==> config.mk <==
export PLATFORM = sky130hd
export DESIGN_NAME = spb_top
export DESIGN_NICKNAME = d
export VERILOG_FILES = /design/src/design/spb_pkg.sv /design/src/design/spb_baud_div.sv /design/src/design/spb_top.sv
export SDC_FILE = /design/constraint.sdc
export NUM_CORES = 1
export LEC_CHECK = 0
export BUFFER_PORTS_ARGS = -buffer_cell sky130_fd_sc_hd__buf_2
export CAP_MARGIN = 25
export CORE_ASPECT_RATIO = 0.75
export CORE_MARGIN = 1.5
export CORE_UTILIZATION = 30
export DETAILED_ROUTE_END_ITERATION = 16
export GPL_TIMING_DRIVEN = 0
export PLACE_DENSITY = 0.49
export SETUP_SLACK_MARGIN = 0.1
export SYNTH_ARGS = -nofsm -noshare
export SYNTH_HDL_FRONTEND = slang
export SYNTH_HIERARCHICAL = 1
export SYNTH_SLANG_ARGS = --single-unit
==> constraint.sdc <==
create_clock -name sys_clk_in -period 3.4 [get_ports sys_clk_in]
set_input_delay 0.68 -clock sys_clk_in [delete_from_list [all_inputs] [get_ports sys_clk_in]]
set_output_delay 0.68 -clock sys_clk_in [all_outputs]
set_load 0.02 [all_outputs]
==> src/design/spb_pkg.sv <==
// Shared constants and types of the serial port break and sync master transmit block
// ==========================================================================
// How it works
// - Armed wake idles the port; wake sets receive flag; next rising edge clears arm.
// - Reading the receive buffer clears the wake receive flag; data read is dummy.
// - Wake arm auto-clear needs no core phase clocks, even during oscillator start-up.
// - Break frame is one start bit, twelve zero bits, one stop bit.
// - Break-send plus transmit enable at shifter load sends break, data ignored.
// - Break-send clears after break stop bit, so a preloaded byte follows normally.
// - Shifter-empty flag shows break frames just like ordinary frames.
// - Armed wake watches two line transitions: flags on the falling one, disarms on the rising one.
// - Clock-source plus synchronous bit select sync master; port enable claims pins.
// - Synchronous mode is half duplex: transmit and receive block each other; here only receive enable blocks transmit loads.
// - Master drives shift clock; polarity bit set idles it high, clear idles low.
// - Shifter reloads only after last bit, then at once from a waiting buffer.
// - Buffer-to-shifter move takes one cycle, then buffer-empty flag sets.
// - Buffer-empty flag ignores its enable, ignores writes, clears on buffer write.
// - Shifter-empty flag is read-only, set when shifter empty, no interrupt.
// - Nine-bit mode sends the preloaded ninth bit with the eight data bits.
// - Wake event is a receive-line falling edge, seen only while armed.
package spb_pkg;

    // ==========================================================================
    // Register byte offsets
    localparam logic [7:0] OFS_FLAGS   = 8'h00;
    localparam logic [7:0] OFS_IRQ_EN  = 8'h04;
    localparam logic [7:0] OFS_RX_CTL  = 8'h08;
    localparam logic [7:0] OFS_TX_BUF  = 8'h0c;
    localparam logic [7:0] OFS_TX_CTL  = 8'h10;
    localparam logic [7:0] OFS_RATE    = 8'h14;
    localparam logic [7:0] OFS_DIV_HI  = 8'h18;
    localparam logic [7:0] OFS_DIV_LO  = 8'h1c;
    localparam logic [7:0] OFS_RX_BUF  = 8'h20;

    // ==========================================================================
    // Field positions
    localparam int BIT_RX_READY   = 5;
    localparam int BIT_TX_EMPTY   = 4;
    localparam int BIT_PORT_EN    = 7;
    localparam int BIT_RX_SINGLE  = 5;
    localparam int BIT_RX_CONT    = 4;
    localparam int BIT_CLK_MASTER = 7;
    localparam int BIT_NINE_TX    = 6;
    localparam int BIT_TX_EN      = 5;
    localparam int BIT_SYNC       = 4;
    localparam int BIT_BRK_SEND   = 3;
    localparam int BIT_HIGH_RATE  = 2;
    localparam int BIT_SH_EMPTY   = 1;
    localparam int BIT_NINTH      = 0;
    localparam int BIT_RX_IDLE    = 6;
    localparam int BIT_CLK_POL    = 4;
    localparam int BIT_WIDE_DIV   = 3;
    localparam int BIT_WAKE_ARM   = 1;

    // ==========================================================================
    // Writable masks and reset values
    localparam logic [7:0] RX_CTL_WR_MASK = 8'hf8;
    localparam logic [7:0] TX_CTL_WR_MASK = 8'hfd;
    localparam logic [7:0] RATE_WR_MASK   = 8'h1b;
    localparam logic [7:0] CTL_RESET      = 8'h00;

    // ==========================================================================
    // Frame shapes (value is bits per frame) and prescaler limits (value is steps per tick minus one)
    localparam logic [3:0] BITS_BREAK   = 4'he;
    localparam logic [3:0] BITS_ASYNC8  = 4'ha;
    localparam logic [3:0] BITS_ASYNC9  = 4'hb;
    localparam logic [3:0] BITS_SYNC8   = 4'h8;
    localparam logic [3:0] BITS_SYNC9   = 4'h9;
    localparam logic [5:0] PRE_SYNC     = 6'h01;
    localparam logic [5:0] PRE_FAST     = 6'h03;
    localparam logic [5:0] PRE_MID      = 6'h0f;
    localparam logic [5:0] PRE_SLOW     = 6'h3f;

    typedef enum logic [1:0] {
        TX_IDLE,
        TX_ASYNC,
        TX_SYNC
    } spb_tx_state_t;

endpackage

==> src/design/spb_baud_div.sv <==
// Rate divider producing one-cycle tick enables for the transmit shifter
module spb_baud_div (
    input  wire logic        sys_clk_in,
    input  wire logic        rst_n_in,
    input  wire logic        restart_in,
    input  wire logic [15:0] divisor_in,
    input  wire logic [5:0]  pre_max_in,
    output logic             tick_out
);

    typedef struct packed {
        logic [15:0] cnt;
        logic [5:0]  pre;
        logic        tick;
    } spb_div_state_t;

    spb_div_state_t st_r;
    spb_div_state_t st_nxt;

    // ==========================================================================
    // Counter chain: divisor+1 cycles per prescale step
    always_comb begin
        st_nxt      = st_r;
        st_nxt.tick = 1'b0;
        if (restart_in) begin
            // Realign so the first bit of a frame gets its full width
            st_nxt.cnt = divisor_in;
            st_nxt.pre = 6'h00;
        end else if (st_r.cnt == 16'h0000) begin
            st_nxt.cnt = divisor_in;
            if (st_r.pre >= pre_max_in) begin
                st_nxt.pre  = 6'h00;
                st_nxt.tick = 1'b1;
            end else begin
                st_nxt.pre = st_r.pre + 6'h01;
            end
        end else begin
            st_nxt.cnt = st_r.cnt - 16'h0001;
        end
    end

    always_ff @(posedge sys_clk_in or negedge rst_n_in) begin
        if (!rst_n_in) begin
            st_r <= '0;
        end else begin
            st_r <= st_nxt;
        end
    end

    assign tick_out = st_r.tick;

endmodule

==> src/design/spb_top.sv <==
// Serial port with break generation, wake arming and synchronous master transmit
//
// Implementation choices: the APB interface to the registers and the register addresses.
module spb_top #(
    parameter int ADDR_W = 12
) (
    input  wire logic              sys_clk_in,
    input  wire logic              rst_n_in,
    input  wire logic              psel_in,
    input  wire logic              penable_in,
    input  wire logic              pwrite_in,
    input  wire logic [ADDR_W-1:0] paddr_in,
    input  wire logic [31:0]       pwdata_in,
    output logic [31:0]            prdata_out,
    output logic                   pready_out,
    output logic                   pslverr_out,
    input  wire logic              shift_data_pin_in,
    output logic                   shift_data_pin_out,
    output logic                   shift_data_pin_oe_n_out,
    output logic                   shift_clock_pin_out,
    output logic                   shift_clock_pin_oe_n_out
);

    if (ADDR_W < 8) begin : g_chk
        $error("spb_top: ADDR_W must be at least 8");
    end

    typedef struct packed {
        logic [7:0]            irq_en;
        logic [7:0]            rx_ctl;
        logic [7:0]            tx_ctl;
        logic [7:0]            rate;
        logic [7:0]            div_hi;
        logic [7:0]            div_lo;
        logic [7:0]            buf_data;
        logic                  buf_full;
        logic                  tx_empty_flag;
        logic                  rx_ready_flag;
        spb_pkg::spb_tx_state_t tx_st;
        logic [13:0]           sh;
        logic [3:0]            bits_left;
        logic                  is_break;
        logic                  phase;
        logic                  rx_s1;
        logic                  rx_s2;
        logic                  rx_s3;
        logic                  rx_level;
        logic                  wake_seen;
        logic                  data_line;
        logic                  data_oe_n;
        logic                  clk_line;
        logic                  clk_oe_n;
        logic [31:0]           prdata;
        logic                  perr;
    } spb_state_t;

    localparam spb_state_t ST_RESET = '{
        irq_en:        spb_pkg::CTL_RESET,
        rx_ctl:        spb_pkg::CTL_RESET,
        tx_ctl:        spb_pkg::CTL_RESET,
        rate:          spb_pkg::CTL_RESET,
        div_hi:        8'h00,
        div_lo:        8'h00,
        buf_data:      8'h00,
        buf_full:      1'b0,
        tx_empty_flag: 1'b1,
        rx_ready_flag: 1'b0,
        tx_st:         spb_pkg::TX_IDLE,
        sh:            14'h3fff,
        bits_left:     4'h0,
        is_break:      1'b0,
        phase:         1'b0,
        rx_s1:         1'b1,
        rx_s2:         1'b1,
        rx_s3:         1'b1,
        rx_level:      1'b1,
        wake_seen:     1'b0,
        data_line:     1'b1,
        data_oe_n:     1'b1,
        clk_line:      1'b1,
        clk_oe_n:      1'b1,
        prdata:        32'h0000_0000,
        perr:          1'b0
    };

    spb_state_t st_r;
    spb_state_t st_nxt;

    logic        tick;
    logic        load_ev;
    logic [5:0]  pre_max;
    logic [15:0] divisor;

    logic       setup_ph;
    logic       access_ph;
    logic       wr_acc;
    logic       rd_acc;
    logic [7:0] ofs;
    logic       high_zero;
    logic [7:0] wbyte;
    logic       port_en;
    logic       is_sync;
    logic       sync_master;
    logic       rx_on;
    logic       tx_en;
    logic       fall_ev;
    logic       rise_ev;
    logic       brk_done;

    // ==========================================================================
    // Bus decode
    assign setup_ph  = psel_in && !penable_in;
    assign access_ph = psel_in && penable_in;
    assign wr_acc    = access_ph && pwrite_in;
    assign rd_acc    = access_ph && !pwrite_in;
    assign ofs       = paddr_in[7:0];
    assign high_zero = (paddr_in >> 8) == '0;
    assign wbyte     = pwdata_in[7:0];

    assign port_en     = st_r.rx_ctl[spb_pkg::BIT_PORT_EN];
    assign is_sync     = st_r.tx_ctl[spb_pkg::BIT_SYNC];
    assign sync_master = is_sync && st_r.tx_ctl[spb_pkg::BIT_CLK_MASTER] && port_en;
    assign rx_on       = st_r.rx_ctl[spb_pkg::BIT_RX_SINGLE] || st_r.rx_ctl[spb_pkg::BIT_RX_CONT];
    assign tx_en       = st_r.tx_ctl[spb_pkg::BIT_TX_EN];

    // ==========================================================================
    // Receive line edges, judged only once the second and third stages agree
    assign fall_ev = st_r.rx_level && (st_r.rx_s2 == st_r.rx_s3) && !st_r.rx_s3;
    assign rise_ev = !st_r.rx_level && (st_r.rx_s2 == st_r.rx_s3) && st_r.rx_s3;

    // Slave mode and synchronous reception are not served, so neither may load
    assign load_ev = (st_r.tx_st == spb_pkg::TX_IDLE) && st_r.buf_full && tx_en && port_en
                     && !(wr_acc && ofs == spb_pkg::OFS_TX_BUF)
                     && !(is_sync && !st_r.tx_ctl[spb_pkg::BIT_CLK_MASTER])
                     && !(is_sync && rx_on);

    assign brk_done = tick && (st_r.tx_st == spb_pkg::TX_ASYNC) && st_r.is_break
                      && (st_r.bits_left == 4'h1);

    always_comb begin
        if (is_sync) begin
            pre_max = spb_pkg::PRE_SYNC;
        end else if (st_r.rate[spb_pkg::BIT_WIDE_DIV] && st_r.tx_ctl[spb_pkg::BIT_HIGH_RATE]) begin
            pre_max = spb_pkg::PRE_FAST;
        end else if (st_r.rate[spb_pkg::BIT_WIDE_DIV] || st_r.tx_ctl[spb_pkg::BIT_HIGH_RATE]) begin
            pre_max = spb_pkg::PRE_MID;
        end else begin
            pre_max = spb_pkg::PRE_SLOW;
        end
        divisor = st_r.rate[spb_pkg::BIT_WIDE_DIV] ? {st_r.div_hi, st_r.div_lo}
                                                   : {8'h00, st_r.div_lo};
    end

    spb_baud_div i_div (
        .sys_clk_in (sys_clk_in),
        .rst_n_in   (rst_n_in),
        .restart_in (load_ev),
        .divisor_in (divisor),
        .pre_max_in (pre_max),
        .tick_out   (tick)
    );

    // ==========================================================================
    // Next state
    always_comb begin
        st_nxt = st_r;

        // Register writes
        if (wr_acc && high_zero) begin
            unique case (ofs)
                spb_pkg::OFS_IRQ_EN: st_nxt.irq_en = wbyte;
                spb_pkg::OFS_RX_CTL: st_nxt.rx_ctl = wbyte & spb_pkg::RX_CTL_WR_MASK;
                spb_pkg::OFS_TX_BUF: begin
                    st_nxt.buf_data      = wbyte;
                    st_nxt.buf_full      = 1'b1;
                    st_nxt.tx_empty_flag = 1'b0;
                end
                spb_pkg::OFS_TX_CTL: st_nxt.tx_ctl = wbyte & spb_pkg::TX_CTL_WR_MASK;
                spb_pkg::OFS_RATE:   st_nxt.rate   = wbyte & spb_pkg::RATE_WR_MASK;
                spb_pkg::OFS_DIV_HI: st_nxt.div_hi = wbyte;
                spb_pkg::OFS_DIV_LO: st_nxt.div_lo = wbyte;
                default: ;
            endcase
        end

        // Reading the receive buffer drops the flag; the data is dummy
        if (rd_acc && high_zero && ofs == spb_pkg::OFS_RX_BUF) begin
            st_nxt.rx_ready_flag = 1'b0;
        end

        // Receive line synchroniser
        st_nxt.rx_s1 = shift_data_pin_in;
        st_nxt.rx_s2 = st_r.rx_s1;
        st_nxt.rx_s3 = st_r.rx_s2;
        if (st_r.rx_s2 == st_r.rx_s3) begin
            st_nxt.rx_level = st_r.rx_s3;
        end

        // Wake watch: pure edge logic, no dependence on core phase clocks
        if (!st_r.rate[spb_pkg::BIT_WAKE_ARM]) begin
            st_nxt.wake_seen = 1'b0;
        end else if (port_en && !is_sync) begin
            if (!st_r.wake_seen && fall_ev) begin
                st_nxt.wake_seen     = 1'b1;
                st_nxt.rx_ready_flag = 1'b1;
            end else if (st_r.wake_seen && rise_ev) begin
                st_nxt.wake_seen                   = 1'b0;
                st_nxt.rate[spb_pkg::BIT_WAKE_ARM] = 1'b0;
            end
        end

        // Shifter
        if (load_ev) begin
            st_nxt.buf_full      = 1'b0;
            st_nxt.tx_empty_flag = 1'b1;
            st_nxt.phase         = 1'b0;
            st_nxt.is_break      = 1'b0;
            if (is_sync) begin
                st_nxt.tx_st     = spb_pkg::TX_SYNC;
                st_nxt.sh        = {5'h1f, st_r.tx_ctl[spb_pkg::BIT_NINTH], st_r.buf_data};
                st_nxt.bits_left = st_r.tx_ctl[spb_pkg::BIT_NINE_TX] ? spb_pkg::BITS_SYNC9
                                                                     : spb_pkg::BITS_SYNC8;
            end else begin
                st_nxt.tx_st = spb_pkg::TX_ASYNC;
                if (st_r.tx_ctl[spb_pkg::BIT_BRK_SEND]) begin
                    // Data byte is deliberately dropped here
                    st_nxt.is_break  = 1'b1;
                    st_nxt.sh        = {1'b1, 13'h0000};
                    st_nxt.bits_left = spb_pkg::BITS_BREAK;
                end else if (st_r.tx_ctl[spb_pkg::BIT_NINE_TX]) begin
                    st_nxt.sh        = {4'hf, st_r.tx_ctl[spb_pkg::BIT_NINTH],
                                        st_r.buf_data, 1'b0};
                    st_nxt.bits_left = spb_pkg::BITS_ASYNC9;
                end else begin
                    st_nxt.sh        = {5'h1f, st_r.buf_data, 1'b0};
                    st_nxt.bits_left = spb_pkg::BITS_ASYNC8;
                end
            end
        end else if (tick && st_r.tx_st == spb_pkg::TX_ASYNC) begin
            if (st_r.bits_left == 4'h1) begin
                st_nxt.tx_st = spb_pkg::TX_IDLE;
            end else begin
                st_nxt.sh        = {1'b1, st_r.sh[13:1]};
                st_nxt.bits_left = st_r.bits_left - 4'h1;
            end
        end else if (tick && st_r.tx_st == spb_pkg::TX_SYNC) begin
            st_nxt.phase = !st_r.phase;
            if (st_r.phase) begin
                if (st_r.bits_left == 4'h1) begin
                    st_nxt.tx_st = spb_pkg::TX_IDLE;
                end else begin
                    st_nxt.sh        = {1'b1, st_r.sh[13:1]};
                    st_nxt.bits_left = st_r.bits_left - 4'h1;
                end
            end
        end

        // Stop bit of the break is out: release the queued byte as normal data
        if (brk_done) begin
            st_nxt.tx_ctl[spb_pkg::BIT_BRK_SEND] = 1'b0;
        end

        // Pins
        st_nxt.data_line = (st_nxt.tx_st != spb_pkg::TX_IDLE) ? st_nxt.sh[0] : 1'b1;
        if (sync_master) begin
            st_nxt.clk_line = st_r.rate[spb_pkg::BIT_CLK_POL]
                              ^ ((st_nxt.tx_st == spb_pkg::TX_SYNC) && st_nxt.phase);
            st_nxt.clk_oe_n  = 1'b0;
            st_nxt.data_oe_n = !(tx_en && !rx_on);
        end else begin
            st_nxt.clk_line  = st_nxt.data_line;
            st_nxt.clk_oe_n  = !(port_en && !is_sync);
            st_nxt.data_oe_n = 1'b1;
        end

        // Read data is prepared in the setup phase so it leaves a flip-flop
        if (setup_ph) begin
            st_nxt.perr   = 1'b0;
            st_nxt.prdata = 32'h0000_0000;
            if (!high_zero) begin
                st_nxt.perr = 1'b1;
            end else begin
                unique case (ofs)
                    spb_pkg::OFS_FLAGS: begin
                        st_nxt.prdata[spb_pkg::BIT_RX_READY] = st_r.rx_ready_flag;
                        st_nxt.prdata[spb_pkg::BIT_TX_EMPTY] = st_r.tx_empty_flag;
                    end
                    spb_pkg::OFS_IRQ_EN: st_nxt.prdata[7:0] = st_r.irq_en;
                    spb_pkg::OFS_RX_CTL: st_nxt.prdata[7:0] = st_r.rx_ctl;
                    spb_pkg::OFS_TX_BUF: st_nxt.prdata[7:0] = st_r.buf_data;
                    spb_pkg::OFS_TX_CTL: begin
                        st_nxt.prdata[7:0] = st_r.tx_ctl;
                        st_nxt.prdata[spb_pkg::BIT_SH_EMPTY] =
                            (st_r.tx_st == spb_pkg::TX_IDLE);
                    end
                    spb_pkg::OFS_RATE: begin
                        st_nxt.prdata[7:0] = st_r.rate;
                        st_nxt.prdata[spb_pkg::BIT_RX_IDLE] = !st_r.wake_seen;
                    end
                    spb_pkg::OFS_DIV_HI: st_nxt.prdata[7:0] = st_r.div_hi;
                    spb_pkg::OFS_DIV_LO: st_nxt.prdata[7:0] = st_r.div_lo;
                    spb_pkg::OFS_RX_BUF: ;
                    default:             st_nxt.perr = 1'b1;
                endcase
            end
        end
    end

    always_ff @(posedge sys_clk_in or negedge rst_n_in) begin
        if (!rst_n_in) begin
            st_r <= ST_RESET;
        end else begin
            st_r <= st_nxt;
        end
    end

    // ==========================================================================
    // Outputs
    assign pready_out               = access_ph;
    assign prdata_out               = st_r.prdata;
    assign pslverr_out              = access_ph && st_r.perr;
    assign shift_data_pin_out       = st_r.data_line;
    assign shift_data_pin_oe_n_out  = st_r.data_oe_n;
    assign shift_clock_pin_out      = st_r.clk_line;
    assign shift_clock_pin_oe_n_out = st_r.clk_oe_n;
endmodule

After elaboration in Yosys (flattened, before gate mapping)
Index checks and enable logic that the tools add are counted.
{ "totals": {"ff_bits": 114, "in_bits": 50, "mem_count": 0, "mem_bits_ro": 0, "mem_bits_rw": 0, "wordCells": 178, "latch_bits": 0, "out_inout_bits": 38} }
{ "classes": {"bitwise": 1, "add_sub_neg": 3, "n_reduce_logical": 73, "mul": 0, "magnitude_cmp": 1, "div": 0, "n_eq_ne": 15, "n_mux": 53, "shift": 0} }
{ "op_table": {"columns": ["op", "n"], "rows": [
  ["20-bit two-way mux", 5],
  ["38-bit two-way mux", 1],
  ["18-bit two-way mux", 2],
  ["1-bit logical AND", 33],
  ["8-bit by 5-bit equality test with 1-bit output (second input constant)", 4],
  ["16-bit two-way mux", 2],
  ["4-bit case mux with 7 select lines", 1],
  ["1-bit two-way mux", 24],
  ["6-bit two-way mux", 4],
  ["8-bit two-way mux", 3],
  ["22-bit two-way mux", 1],
  ["2-bit AND reduction", 11],
  ["8-bit by 4-bit equality test with 1-bit output (second input constant)", 2],
  ["16-bit logical NOT", 1],
  ["2-bit case mux with 8 select lines", 1],
  ["16-bit by 1-bit subtractor with 16-bit output (second input constant)", 1],
  ["1-bit logical NOT", 14],
  ["14-bit two-way mux", 1],
  ["2-bit case mux with 7 select lines", 1],
  ["12-bit logical NOT", 1],
  ["2-bit nonzero test", 6],
  ["10-bit two-way mux", 1],
  ["9-bit OR reduction", 1],
  ["8-bit by 3-bit equality test with 1-bit output (second input constant)", 1],
  ["other kinds (20)", 24]
]} }

Logic depth before layout (Yosys ltp)
{ "logic_depth": {"depth_word": 12, "mapped_depth": 10, "mapped_depth_nobuf": 8} }

Hierarchy
Netlist, hierarchy kept.
{ "by_module_without_submodules": {"columns": ["mod", "seq_area_each_um2", "instances", "area_each_um2", "cells_each"], "rows": [
  ["spb_top", 2306.0, 1, 4815.9, 407],
  ["spb_baud_div", 575.6, 1, 1353.8, 155]
]} }

Worst setup path before layout
OpenSTA, ideal clock, no wires.
{ "synth_timing": {"path_type": "input -> register", "from": "input port paddr_in[4]", "to": "register i_div/st_r[12] (netlist bit)", "setup_slack_ns": 0.445, "setup_time_ns": 0.138, "required_ns": 3.262, "cell_stages": 10, "arrival_ns": 2.817, "path_cell_list": "buf_6 or4_4 nor3_2 or3_2 inv_2 clkbuf_1 o21ba_2 clkbuf_1 clkbuf_1 a21oi_1"} }
{ "synth_rtl": {"columns": ["element", "line", "text"], "rows": [
  ["start: declaration", "spb_top.sv:12", "input wire logic [ADDR_W-1:0] paddr_in,"],
  ["end signal: assignment", "spb_baud_div.sv:46", "st_r <= st_nxt;"],
  ["end: declaration", "spb_baud_div.sv:17", "spb_div_state_t st_r;"]
]} }

==> impl_metrics.env <==
export IMPL_synth_top_area_frac=0.369
export IMPL_cts_htree_levels=4
export IMPL_synth_compound_area_frac=0.0860
export IMPL_wire_per_inst_um=17.7
export IMPL_startpoint_type="input pin"
export IMPL_async_flop_share=1.00
export IMPL_cap_violations=0
export IMPL_fmax_mhz=328
export IMPL_status="complete, no violations"
export IMPL_synth_enable_flop_cells=0
export IMPL_syn_to_final_growth_pct=19.3
export IMPL_vias=4548
export IMPL_ys_seq_area_frac=0.467
export IMPL_fin_crit_sh=0.898
export IMPL_clk_pin_slew_ns=0.06
export IMPL_placedCellCount=881
export IMPL_end_kind="flip-flop"
export IMPL_ys_flop_type="dfrtp_1"
export IMPL_period_needed_ns=3.05
export IMPL_tightestPinTransition_ns=0.738
export IMPL_synth_top_area_cell="dfrtp_1"
export IMPL_slew_viol_final=0
export IMPL_maxSlewHeadroom=0.503
export IMPL_r2r_start="is_sync"
export IMPL_die_w_um=169
export IMPL_grt_pass1_wl_um=25500
export IMPL_synthAdderAreaFrac=0.0239
export IMPL_place_gp_congestion=0.830
export IMPL_clkSinkCount=114
export IMPL_globalRouteOverflowTotal=0
export IMPL_crit_start="paddr_in[5]"
export IMPL_layout_cells_non_filler=913
export IMPL_worstRegToRegCells=10
export IMPL_start_util=0.305
export IMPL_core_area_um2=20200
export IMPL_rows=45
export IMPL_cts_setup_buffers=0
export IMPL_grtUsageTotal=0.158
export IMPL_fin_area_um2=7360
export IMPL_powerDensity_nw_per_um2=519
export IMPL_clk_path_buf_depth=2
export IMPL_grt_max_degree=72
export IMPL_vdd_drop_max_v=0.000241
export IMPL_wl_um=16200
export IMPL_synth_most_common_cell="dfrtp_1"
export IMPL_synth_cell_types=67
export IMPL_yosys_warnings=6
export IMPL_numPortBuffers=37
export IMPL_cts_tree="done"
export IMPL_synth_top_family_by_area="multiplexers"
export IMPL_setup_tns_ns=0
export IMPL_fin_worst_skew_ns=0.00806
export IMPL_synthTopCellsByArea="dfrtp_1 (37%), dfstp_2 (9.8%), mux2_2 (9.1%)"
export IMPL_cts_buffers_inserted=17
export IMPL_r2r_setup_slack_ns=0.35
export IMPL_placed_area_um2=6800
export IMPL_nFillCells=1972
export IMPL_synth_seq_cells=114
export IMPL_drc=0
export IMPL_ys_top_cells_by_count="dfrtp_1 (91), mux2_2 (50), nand2_1 (36), mux2i_1 (35), nor2_1 (35)"
export IMPL_final_util=0.364
export IMPL_clock_latency_ns=0.41
export IMPL_synth_xor_area_frac=0.0227
export IMPL_hold_violations=0
export IMPL_r2r_end="i_div/st_r[4]"
export IMPL_cp_max_fo=10
export IMPL_critPathKind="in -> reg"
export IMPL_antenna_found_initial=0
export IMPL_die_area_um2=21400
export IMPL_avgViaCountPerCell=4.98
export IMPL_setup_worst_path_end="i_div/st_r[15]"
export IMPL_ant_nets=0
export IMPL_final_nets=703
export IMPL_ios=88
export IMPL_num_antenna_cells=0
export IMPL_rsz0062_at_grt="no"
export IMPL_netlist_instances=562
export IMPL_arrival_ns=3.34
export IMPL_fp_dieH_um=127
export IMPL_synth_mux_area_frac=0.179
export IMPL_synth_avg_cell_area_um2=11.0
export IMPL_syn_area_um2=6170
export IMPL_drive_gt1_frac=0.316
export IMPL_yosys_area_share_simple=0.155
export IMPL_drt_first_iter_violations=406
export IMPL_min_path_type="in -> async"
export IMPL_grt_pass1_vias=4427
export IMPL_clockRootBuffer="clkbuf_16"
export IMPL_place_detailed_hpwl_um=12000
export IMPL_p_leak_nw=3.53
export IMPL_required_ns=3.69
export IMPL_setup_viol=0
export IMPL_first_pass_iters=5
==> final cells by class <==
type	instances	area [um2]	area share
plain buffers	53	349	0.0474
clock buffers	22	474	0.0644
clock inverters	10	83.8	0.0114
inverters	15	56.3	0.00765
multi-input cells	403	2980	0.404
flip-flops and latches	114	2880	0.391
well taps	258	323	0.0438
repair buffers	38	219	0.0297
==> sequential cells by signal, indices dropped and copies added, names as in the netlist <==
signal                    flops
i_div/st_r                   22
i_div/tick_out                1
shift_clock_pin_oe_n_out      1
st_nxt                        2
shift_data_pin_out            1
port_en                       1
prdata_out                    8
shift_data_pin_oe_n_out       1
is_sync                       1
st_r                         75
shift_clock_pin_out           1
==> worst max-delay path, cell delays in order <==
cell and delay [ns]:
buf_2 0.13, or4_4 0.59, nor3_2 0.26, or3_2 0.21
inv_2 0.10, clkbuf_1 0.26, o21ba_2 0.31, clkbuf_1 0.37
clkbuf_2 0.32, a21oi_1 0.10
==> metal layers <==
layer	share of wire	routed length, um	track usage	vias to the layer above
met1	0.53	8560	0.243	2275
met4	0.0061	99	0.0431	0
met3	0.051	816	0.0372	9
met5	0	0	0	-
li1	-	-	-	2134
met2	0.41	6680	0.219	130
==> what timing repair did <==
item,4_1_cts,5_1_grt
hold buffers,0,0
endpoints found under the setup margin,6,10
gates resized for setup,1,2
==> worst min path at each step <==
stage / depth (start not counted) / endpoint / startpoint
2_1_floorplan: 0 / st_nxt[39] / st_nxt[40]
3_3_place_gp: 0 / st_nxt[39] / st_nxt[40]
3_5_place_dp: 0 / st_nxt[39] / st_nxt[40]
4_1_cts: 1 / st_r[47] / rst_n_in
5_1_grt: 1 / st_r[47] / rst_n_in
6_report: 1 / st_r[47] / rst_n_in
==> through the flow <==
step	hold WS, ns	setup slack [ns]	total power [mW]
4_1_cts	0.195	0.185	3.86
3_3_place_gp	0.347	-0.195	2.11
6_report	0.184	0.347	3.82
3_5_place_dp	0.347	-0.241	2.15
5_1_grt	0.205	0.121	4.02
2_1_floorplan	0.345	0.445	1.98
==> cells in the final DEF, fill, tap and decap left out, types with 9 or more instances in the layout <==
master and count:
dfrtp_1 91, mux2_2 50, buf_2 41, nand2_1 36
nor2_1 35, mux2i_1 35, buf_4 32, a21oi_1 26
conb_1 25, dfstp_2 23, o21ai_0 19, nand3_1 17
clkbuf_16 17, inv_1 14, clkbuf_1 13, ha_1 11
a22oi_1 10, and2_1 10, nor3_1 9, nand2b_1 9
==> where the power goes <==
group	total, mW	leakage (nW)	switching (mW)	internal, mW
clock	1.69	0.275	0.632	1.05
combinational	0.552	1.84	0.305	0.247
sequential	1.59	1.42	0.109	1.48
==> logic make-up after synthesis <==
kind of cell / Yosys count
buffers and inverters: 68
AO/OA/AOI/OAI: 84
multiplexers: 94
XOR/XNOR: 16
AND/OR/NAND/NOR: 172
other: 2
flip-flops: 114
adder cells (fa/ha/maj): 12
No activity file was read; power rests on OpenSTA's default activity.
